==> src/rtl/tbpwm_params.svh <==
`ifndef TBPWM_PARAMS_SVH
`define TBPWM_PARAMS_SVH

// register byte addresses on the apb bus
`define TBPWM_OFS_CONTROL 12'h000
`define TBPWM_OFS_DUTY_UPPER 12'h004
`define TBPWM_OFS_DUTY_LOWER 12'h008

// control register field positions
`define TBPWM_CTL_ENABLE_BIT 7
`define TBPWM_CTL_LEVEL_BIT 5
`define TBPWM_CTL_POLARITY_BIT 4

// duty lower register field position (bits 7:6)
`define TBPWM_DUTY_LOW_MSB 7
`define TBPWM_DUTY_LOW_LSB 6

// reset values
`define TBPWM_CONTROL_RESET 1'b0
`define TBPWM_BUFFER_RESET 10'h000

`endif

==> src/rtl/tbpwm_pkg.sv <==
package tbpwm_pkg;

    // signals arriving from the shared period timer, same clock domain
    typedef struct packed {
        logic       clear;
        logic       period_match;
        logic [7:0] count;
        logic [1:0] phase;
    } tbpwm_timer_s;

    typedef logic [9:0] tbpwm_duty_t;

endpackage

==> src/rtl/tbpwm_channel.sv <==
// Functional notes
// - control bit 7 enables the channel
// - control bit 5 reads live output level
// - control bit 4 selects active-low output
// - duty upper register holds duty bits 9:2
// - duty lower bits 7:6 hold duty 1:0
// - unimplemented bits read zero, ignore writes
// - control bits clear on every reset
// - duty registers survive resets, undefined at power-on
// - timer clear sets, duty match clears output
// - duty copied to buffer at period match
// - zero duty keeps output inactive at rollover
// - compare against timer count plus phase bits
//
// Chosen here: the address map and register access over APB.
`include "tbpwm_params.svh"

module tbpwm_channel
    import tbpwm_pkg::*;
#(
    parameter int ADDR_W = 12
) (
    input wire logic pclk,
    input wire logic presetn,
    input wire logic psel,
    input wire logic penable,
    input wire logic pwrite,
    input wire logic [ADDR_W-1:0] paddr,
    input wire logic [31:0] pwdata,
    input wire logic [3:0] pstrb,
    output logic [31:0] prdata,
    output logic pready,
    output logic pslverr,
    input wire tbpwm_timer_s timer_in,
    output logic pwm_out
);

    logic channel_enable;
    logic output_polarity_select;
    logic [7:0] duty_value_high_bits;
    logic [1:0] duty_value_low_bits;
    tbpwm_duty_t compare_buffer;
    logic raw_active;
    logic next_channel_enable;
    logic next_output_polarity_select;
    logic [7:0] next_duty_value_high_bits;
    logic [1:0] next_duty_value_low_bits;
    tbpwm_duty_t next_compare_buffer;
    logic next_raw_active;
    logic next_pwm_out;
    logic [31:0] next_prdata;
    logic next_pready;
    logic next_pslverr;
    logic access_done;
    logic wr_control;
    logic wr_upper;
    logic wr_lower;
    tbpwm_duty_t time_base;
    tbpwm_duty_t rollover_duty;

    function automatic logic addr_is(input logic [ADDR_W-1:0] a, input logic [11:0] ofs);
        addr_is = (a == ADDR_W'(ofs));
    endfunction

    // a write lands only on the edge where the master sees pready high
    assign access_done = psel & penable & pready;
    assign wr_control = access_done & pwrite & pstrb[0] & addr_is(paddr, `TBPWM_OFS_CONTROL);
    assign wr_upper = access_done & pwrite & pstrb[0] & addr_is(paddr, `TBPWM_OFS_DUTY_UPPER);
    assign wr_lower = access_done & pwrite & pstrb[0] & addr_is(paddr, `TBPWM_OFS_DUTY_LOWER);

    // one wait state: read data is registered on the same edge that raises pready
    always_comb begin
        next_pready = psel & penable & ~pready;
        next_prdata = 32'h0000_0000;
        next_pslverr = 1'b0;
        if (psel & penable & ~pready) begin
            if (addr_is(paddr, `TBPWM_OFS_CONTROL)) begin
                next_prdata[`TBPWM_CTL_ENABLE_BIT] = channel_enable;
                next_prdata[`TBPWM_CTL_LEVEL_BIT] = pwm_out;
                next_prdata[`TBPWM_CTL_POLARITY_BIT] = output_polarity_select;
            end else if (addr_is(paddr, `TBPWM_OFS_DUTY_UPPER)) begin
                next_prdata[7:0] = duty_value_high_bits;
            end else if (addr_is(paddr, `TBPWM_OFS_DUTY_LOWER)) begin
                next_prdata[`TBPWM_DUTY_LOW_MSB:`TBPWM_DUTY_LOW_LSB] = duty_value_low_bits;
            end else begin
                next_pslverr = 1'b1;
            end
        end
    end

    always_ff @(posedge pclk or negedge presetn) begin
        if (!presetn) begin
            pready <= 1'b0;
            prdata <= 32'h0000_0000;
            pslverr <= 1'b0;
        end else begin
            pready <= next_pready;
            prdata <= next_prdata;
            pslverr <= next_pslverr;
        end
    end

    // control bits; level bit is read-only and never stored from a write
    always_comb begin
        next_channel_enable = channel_enable;
        next_output_polarity_select = output_polarity_select;
        if (wr_control) begin
            next_channel_enable = pwdata[`TBPWM_CTL_ENABLE_BIT];
            next_output_polarity_select = pwdata[`TBPWM_CTL_POLARITY_BIT];
        end
    end

    always_ff @(posedge pclk or negedge presetn) begin
        if (!presetn) begin
            channel_enable <= `TBPWM_CONTROL_RESET;
            output_polarity_select <= `TBPWM_CONTROL_RESET;
        end else begin
            channel_enable <= next_channel_enable;
            output_polarity_select <= next_output_polarity_select;
        end
    end

    // duty bits; unused lanes of the lower register are simply dropped
    always_comb begin
        next_duty_value_high_bits = duty_value_high_bits;
        next_duty_value_low_bits = duty_value_low_bits;
        if (wr_upper) begin
            next_duty_value_high_bits = pwdata[7:0];
        end
        if (wr_lower) begin
            next_duty_value_low_bits = pwdata[`TBPWM_DUTY_LOW_MSB:`TBPWM_DUTY_LOW_LSB];
        end
    end

    // no reset here on purpose: contents ride through resets, unknown at power-up
    always_ff @(posedge pclk) begin
        duty_value_high_bits <= next_duty_value_high_bits;
        duty_value_low_bits <= next_duty_value_low_bits;
    end

    // 10-bit time base from the 8-bit count and two phase bits
    assign time_base = {timer_in.count, timer_in.phase};
    // if load and rollover coincide, the freshly latched duty decides
    assign rollover_duty = timer_in.period_match ?
        {duty_value_high_bits, duty_value_low_bits} : compare_buffer;

    // waveform: buffer loads on period match, set on clear, drop on equality
    always_comb begin
        next_compare_buffer = compare_buffer;
        next_raw_active = raw_active;
        if (timer_in.period_match) begin
            next_compare_buffer = {duty_value_high_bits, duty_value_low_bits};
        end
        if (!channel_enable) begin
            next_raw_active = 1'b0;
        end else if (timer_in.clear) begin
            next_raw_active = (rollover_duty != 10'h000);
        end else if (time_base == compare_buffer) begin
            next_raw_active = 1'b0;
        end
        next_pwm_out = next_raw_active ^ next_output_polarity_select;
    end

    always_ff @(posedge pclk or negedge presetn) begin
        if (!presetn) begin
            compare_buffer <= `TBPWM_BUFFER_RESET;
            raw_active <= 1'b0;
            pwm_out <= 1'b0;
        end else begin
            compare_buffer <= next_compare_buffer;
            raw_active <= next_raw_active;
            pwm_out <= next_pwm_out;
        end
    end

    // checks on the live waveform
    a_disable_holds_off: assert property (@(posedge pclk) disable iff (!presetn)
        !channel_enable |=> !raw_active)
        else $error("raw output active while channel disabled");

    a_pin_polarity: assert property (@(posedge pclk) disable iff (!presetn)
        pwm_out == (raw_active ^ output_polarity_select))
        else $error("output pin does not follow polarity select");

    a_clear_sets_out: assert property (@(posedge pclk) disable iff (!presetn)
        channel_enable && timer_in.clear && rollover_duty != 10'h000 |=> raw_active)
        else $error("timer clear did not set output");

    a_zero_duty_idle: assert property (@(posedge pclk) disable iff (!presetn)
        channel_enable && timer_in.clear && rollover_duty == 10'h000 |=> !raw_active)
        else $error("zero duty asserted output at rollover");

    a_match_drops_out: assert property (@(posedge pclk) disable iff (!presetn)
        channel_enable && !timer_in.clear && {timer_in.count, timer_in.phase} ==
        compare_buffer |=> !raw_active)
        else $error("duty match did not clear output");

    a_buffer_loads: assert property (@(posedge pclk) disable iff (!presetn)
        timer_in.period_match |=> compare_buffer ==
        $past({duty_value_high_bits, duty_value_low_bits}))
        else $error("compare buffer not loaded at period match");

    a_buffer_holds: assert property (@(posedge pclk) disable iff (!presetn)
        !timer_in.period_match |=> $stable(compare_buffer))
        else $error("compare buffer changed without period match");

    // checks on the register side
    a_level_readback: assert property (@(posedge pclk) disable iff (!presetn)
        $rose(pready) && addr_is(paddr, `TBPWM_OFS_CONTROL) |->
        prdata[`TBPWM_CTL_LEVEL_BIT] == $past(pwm_out))
        else $error("control read does not show output level");

    a_ctrl_reserved: assert property (@(posedge pclk) disable iff (!presetn)
        pready && addr_is(paddr, `TBPWM_OFS_CONTROL) |->
        prdata[6] == 1'b0 && prdata[3:0] == 4'h0 && prdata[31:8] == 24'h000000)
        else $error("control reserved bits read nonzero");

    a_lower_reserved: assert property (@(posedge pclk) disable iff (!presetn)
        pready && addr_is(paddr, `TBPWM_OFS_DUTY_LOWER) |->
        prdata[5:0] == 6'h00 && prdata[31:8] == 24'h000000)
        else $error("duty lower reserved bits read nonzero");

    a_upper_write: assert property (@(posedge pclk) disable iff (!presetn)
        wr_upper |=> duty_value_high_bits == $past(pwdata[7:0]))
        else $error("duty upper write not stored");

    a_lower_write: assert property (@(posedge pclk) disable iff (!presetn)
        wr_lower |=> duty_value_low_bits == $past(pwdata[7:6]))
        else $error("duty lower write not stored");

endmodule

==> config.mk <==
export PLATFORM = sky130hd
export DESIGN_NAME = tbpwm_channel
export DESIGN_NICKNAME = d
export VERILOG_FILES = /design/src/rtl/tbpwm_pkg.sv /design/src/rtl/tbpwm_channel.sv
export VERILOG_INCLUDE_DIRS = /design/src /design/src/rtl
export SDC_FILE = /design/constraint.sdc
export NUM_CORES = 1
export LEC_CHECK = 0
export ABC_CLOCK_PERIOD_IN_PS = 2390
export BUFFER_PORTS_ARGS = -buffer_cell sky130_fd_sc_hd__buf_2
export CAP_MARGIN = 40
export CORE_MARGIN = 2
export CORE_UTILIZATION = 30
export DETAILED_ROUTE_END_ITERATION = 12
export HOLD_SLACK_MARGIN = 0.05
export PLACE_DENSITY_LB_ADDON = 0.1
export SLEW_MARGIN = 20
export SYNTH_ARGS = -nofsm -noshare
export SYNTH_HDL_FRONTEND = slang
export SYNTH_SLANG_ARGS = --single-unit
==> constraint.sdc <==
create_clock -name pclk -period 2.39 [get_ports pclk]
set_input_delay 0.239 -clock pclk [delete_from_list [all_inputs] [get_ports pclk]]
set_output_delay 0.239 -clock pclk [all_outputs]
set_load 0.01 [all_outputs]
==> results.json <==
{
  "path_buf_inv": 0,
  "final_net_count": 252,
  "syn2layout_area_growth_pct": 19.5,
  "crit_required_ns": 2.55,
  "synth_seq_cells": 34,
  "critPathCaptureType": "flip-flop",
  "port_buffers": 48,
  "synthMuxAreaShare": 0.102,
  "pwr-share-seq": 0.546,
  "powerDensity_nw_per_um2": 570,
  "die_h_um": 78.4,
  "crit_path_start": "duty_value_high_bits[5]",
  "wire_per_inst_um": 12.6,
  "internal-power_mw": 0.860,
  "synthFlopType": "dfrtp_1",
  "hp-class": "in2reg",
  "placed_area_um2": 1890,
  "antenna_cells": 0,
  "critPathTopFamily": "simple AND/OR/NAND/NOR gates",
  "clockRootBuffer": "clkbuf_8",
  "clk_latency_ns": 0.28,
  "max_slew_margin": 0.631,
  "synth_compound_area_frac": 0.0219,
  "grt_pass1_wl_um": 5200,
  "power_leakage_nw": 0.924,
  "fin_ws_ns": 0.553,
  "worstMarginPinSlew_ns": 0.554,
  "fin_crit_sh": 0.769,
  "cts_setup_buffers": 0,
  "post-route-min-period_ns": 1.84,
  "netlist_top_cells_area": "dfrtp_1 36%, edfxtp_1 18%, buf_4 11%",
  "max_freq_mhz": 544,
  "ff2ff_path_depth": 5,
  "ys_types": 33,
  "via_count": 1098,
  "clk_pin_slew_ns": 0.07,
  "swShare": 0.239,
  "dieArea_um2": 6140,
  "drc": 0,
  "finalNonFillerCells": 260,
  "peakVddDrop_uv": 259,
  "synth-edff-count": 10,
  "ys_warn_count": 0,
  "slowest_stage": "or4b_2",
  "synthXorXnorAreaFrac": 0.0581,
  "synthDominantCellAreaShare": 0.362,
  "synth-simple-area-share": 0.158,
  "grt_util_all_layers": 0.113,
  "cts_buffer_depth": 2,
  "arrival_ns": 2.00,
  "critical_path_class": "reg2reg",
  "core_um2": 5440,
  "rsz0062_at_grt": "no",
  "synth_top_family_by_area": "simple AND/OR/NAND/NOR gates",
  "cts.sinks": 34,
  "gp_congestion": 0.713,
  "drt_wl_total_um": 3270,
  "post-place-ws_ns": 0.368,
  "numCtsBuffers": 5,
  "cts-htree-levels": 2,
  "syn_avg_cell_area_um2": 12.4,
  "antenna_found_initial": 0,
  "final.setup.tns_ns": 0,
  "finalPower_mw": 1.13,
  "slew_violations": 0,
  "synth_area_um2": 1660,
  "status": "complete, no violations",
  "r2r_setup_slack_ns": 0.55,
  "cts_tree": "done",
  "grt_pass1_vias": 1101,
  "fin_skew_ns": 0.00520,
  "critPathMaxStageDelay_ns": 0.68,
  "cts-hold-fix-buffers": 1,
  "synthArstFlopShare": 0.706,
  "start_kind": "flip-flop",
  "dp_cells": 251,
  "design_area_um2": 1980,
  "path_cells": "or4b_2 > o22a_1 > a21oi_1 > nor3_1 > xor2_1",
  "die_x_um": 78.4,
  "vias_per_cell": 4.22,
  "p_sw_mw": 0.271,
  "cp.depth": 5,
  "rr_endpoint": "pwm_out",
  "ios": 100,
  "combPwrFrac": 0.099,
  "cts_resized": 0,
  "drtPass1Iterations": 4,
  "cp-endpoint": "pwm_out",
  "dpl.hpwl_um": 2630,
  "power.clock.fraction": 0.355,
  "setup_viol": 0,
  "syn_inst": 134,
  "r2r-start": "duty_value_high_bits[5]",
  "cp_max_fo": 3,
  "placementRows": 27,
  "grt_max_degree": 25,
  "synth_area_leader_cell": "dfrtp_1",
  "postRouteAntennaNets": 0,
  "layout-drive-gt1-share": 0.378,
  "drv_cap": 0,
  "dr.first_iter.drc_count": 26,
  "start_util": 0.305,
  "synthAdderAreaFrac": 0,
  "overflow": 0,
  "synthTopCellsByCount": "24 x buf_4, 24 x dfrtp_1, 11 x mux2_2",
  "synth.yosys.seq_area_share": 0.543,
  "hold_viol_final": 0
}
-- cell type report --
type | instances | area, µm²
fill | 546 | 3460
sequential | 34 | 901
multi-input combinational | 96 | 653
timing repair buffer | 50 | 258
tap | 72 | 90.1
clock buffer | 6 | 72.6
clock inverter | 2 | 8.76
-- stage by stage --
stage / util / hold slack, ns
after global routing: 0.365 / 0.118
after global placement: 0.348 / 0.257
after floorplan: - / -0.0566
after CTS: 0.365 / 0.120
final: 0.365 / 0.128
after detailed placement: 0.348 / 0.268
-- power by group through the flow --
stage | logic, mW | clock network [mW] | registers, mW
after floorplan | 0.0890 | 0 | 0.629
after global placement | 0.110 | 0 | 0.629
after detailed placement | 0.112 | 0 | 0.630
after CTS | 0.113 | 0.415 | 0.618
after global routing | 0.126 | 0.446 | 0.619
final | 0.112 | 0.402 | 0.618
-- worst min-delay path by stage --
stage                     slack, ns  cells past startpoint      start                       to
after CTS                      0.12                      1  pwdata[2]  duty_value_high_bits[2]
after detailed placement       0.27                      1    presetn        compare_buffer[7]
final                          0.13                      1  pwdata[5]  duty_value_high_bits[5]
after floorplan               -0.06                      0    presetn           channel_enable
after global placement         0.26                      1    presetn        compare_buffer[8]
after global routing           0.12                      1  pwdata[3]  duty_value_high_bits[3]
-- cell families after synthesis --
kind of cell              after synthesis
muxes                                  15
buffers and inverters                  27
AOI/OAI and AO/OA                       6
xor gates and xnor gates               11
and+or+nand+nor                        40
other                                   1
DFF                                    34
-- metal layers --
metal	vias up	wire (µm)	track usage
li1	529	-	-
met1	516	1310	0.130
met2	49	1720	0.197
met3	4	202	0.0333
met4	0	35	0.0474
met5	-	0	0
-- registers in the layout, indices dropped and copies added, names as in the netlist --
| signal | cells |
|---|---|
| output_polarity_select | 1 |
| prdata | 8 |
| duty_value_low_bits | 2 |
| pwm_out | 1 |
| pslverr | 1 |
| duty_value_high_bits | 8 |
| channel_enable | 1 |
| pready | 1 |
| compare_buffer | 10 |
| raw_active | 1 |
-- cells in the final DEF (no fill, tap or decap), types with 2 or more instances in the layout --
master / synthesis / routed
a21oi_1: 3 / 3
and2_1: 4 / 4
buf_2: 0 / 48
clkbuf_8: 0 / 5
conb_1: 1 / 24
dfrtp_1: 24 / 24
edfxtp_1: 10 / 10
mux2_2: 11 / 11
mux2i_1: 3 / 3
nand2_1: 6 / 6
nand3b_1: 2 / 2
nor2_1: 6 / 6
nor3_1: 4 / 4
nor4_1: 2 / 2
nor4b_1: 3 / 3
or4_1: 3 / 3
xnor2_1: 7 / 7
xor2_1: 4 / 4
(Power assumes the default switching activity.)
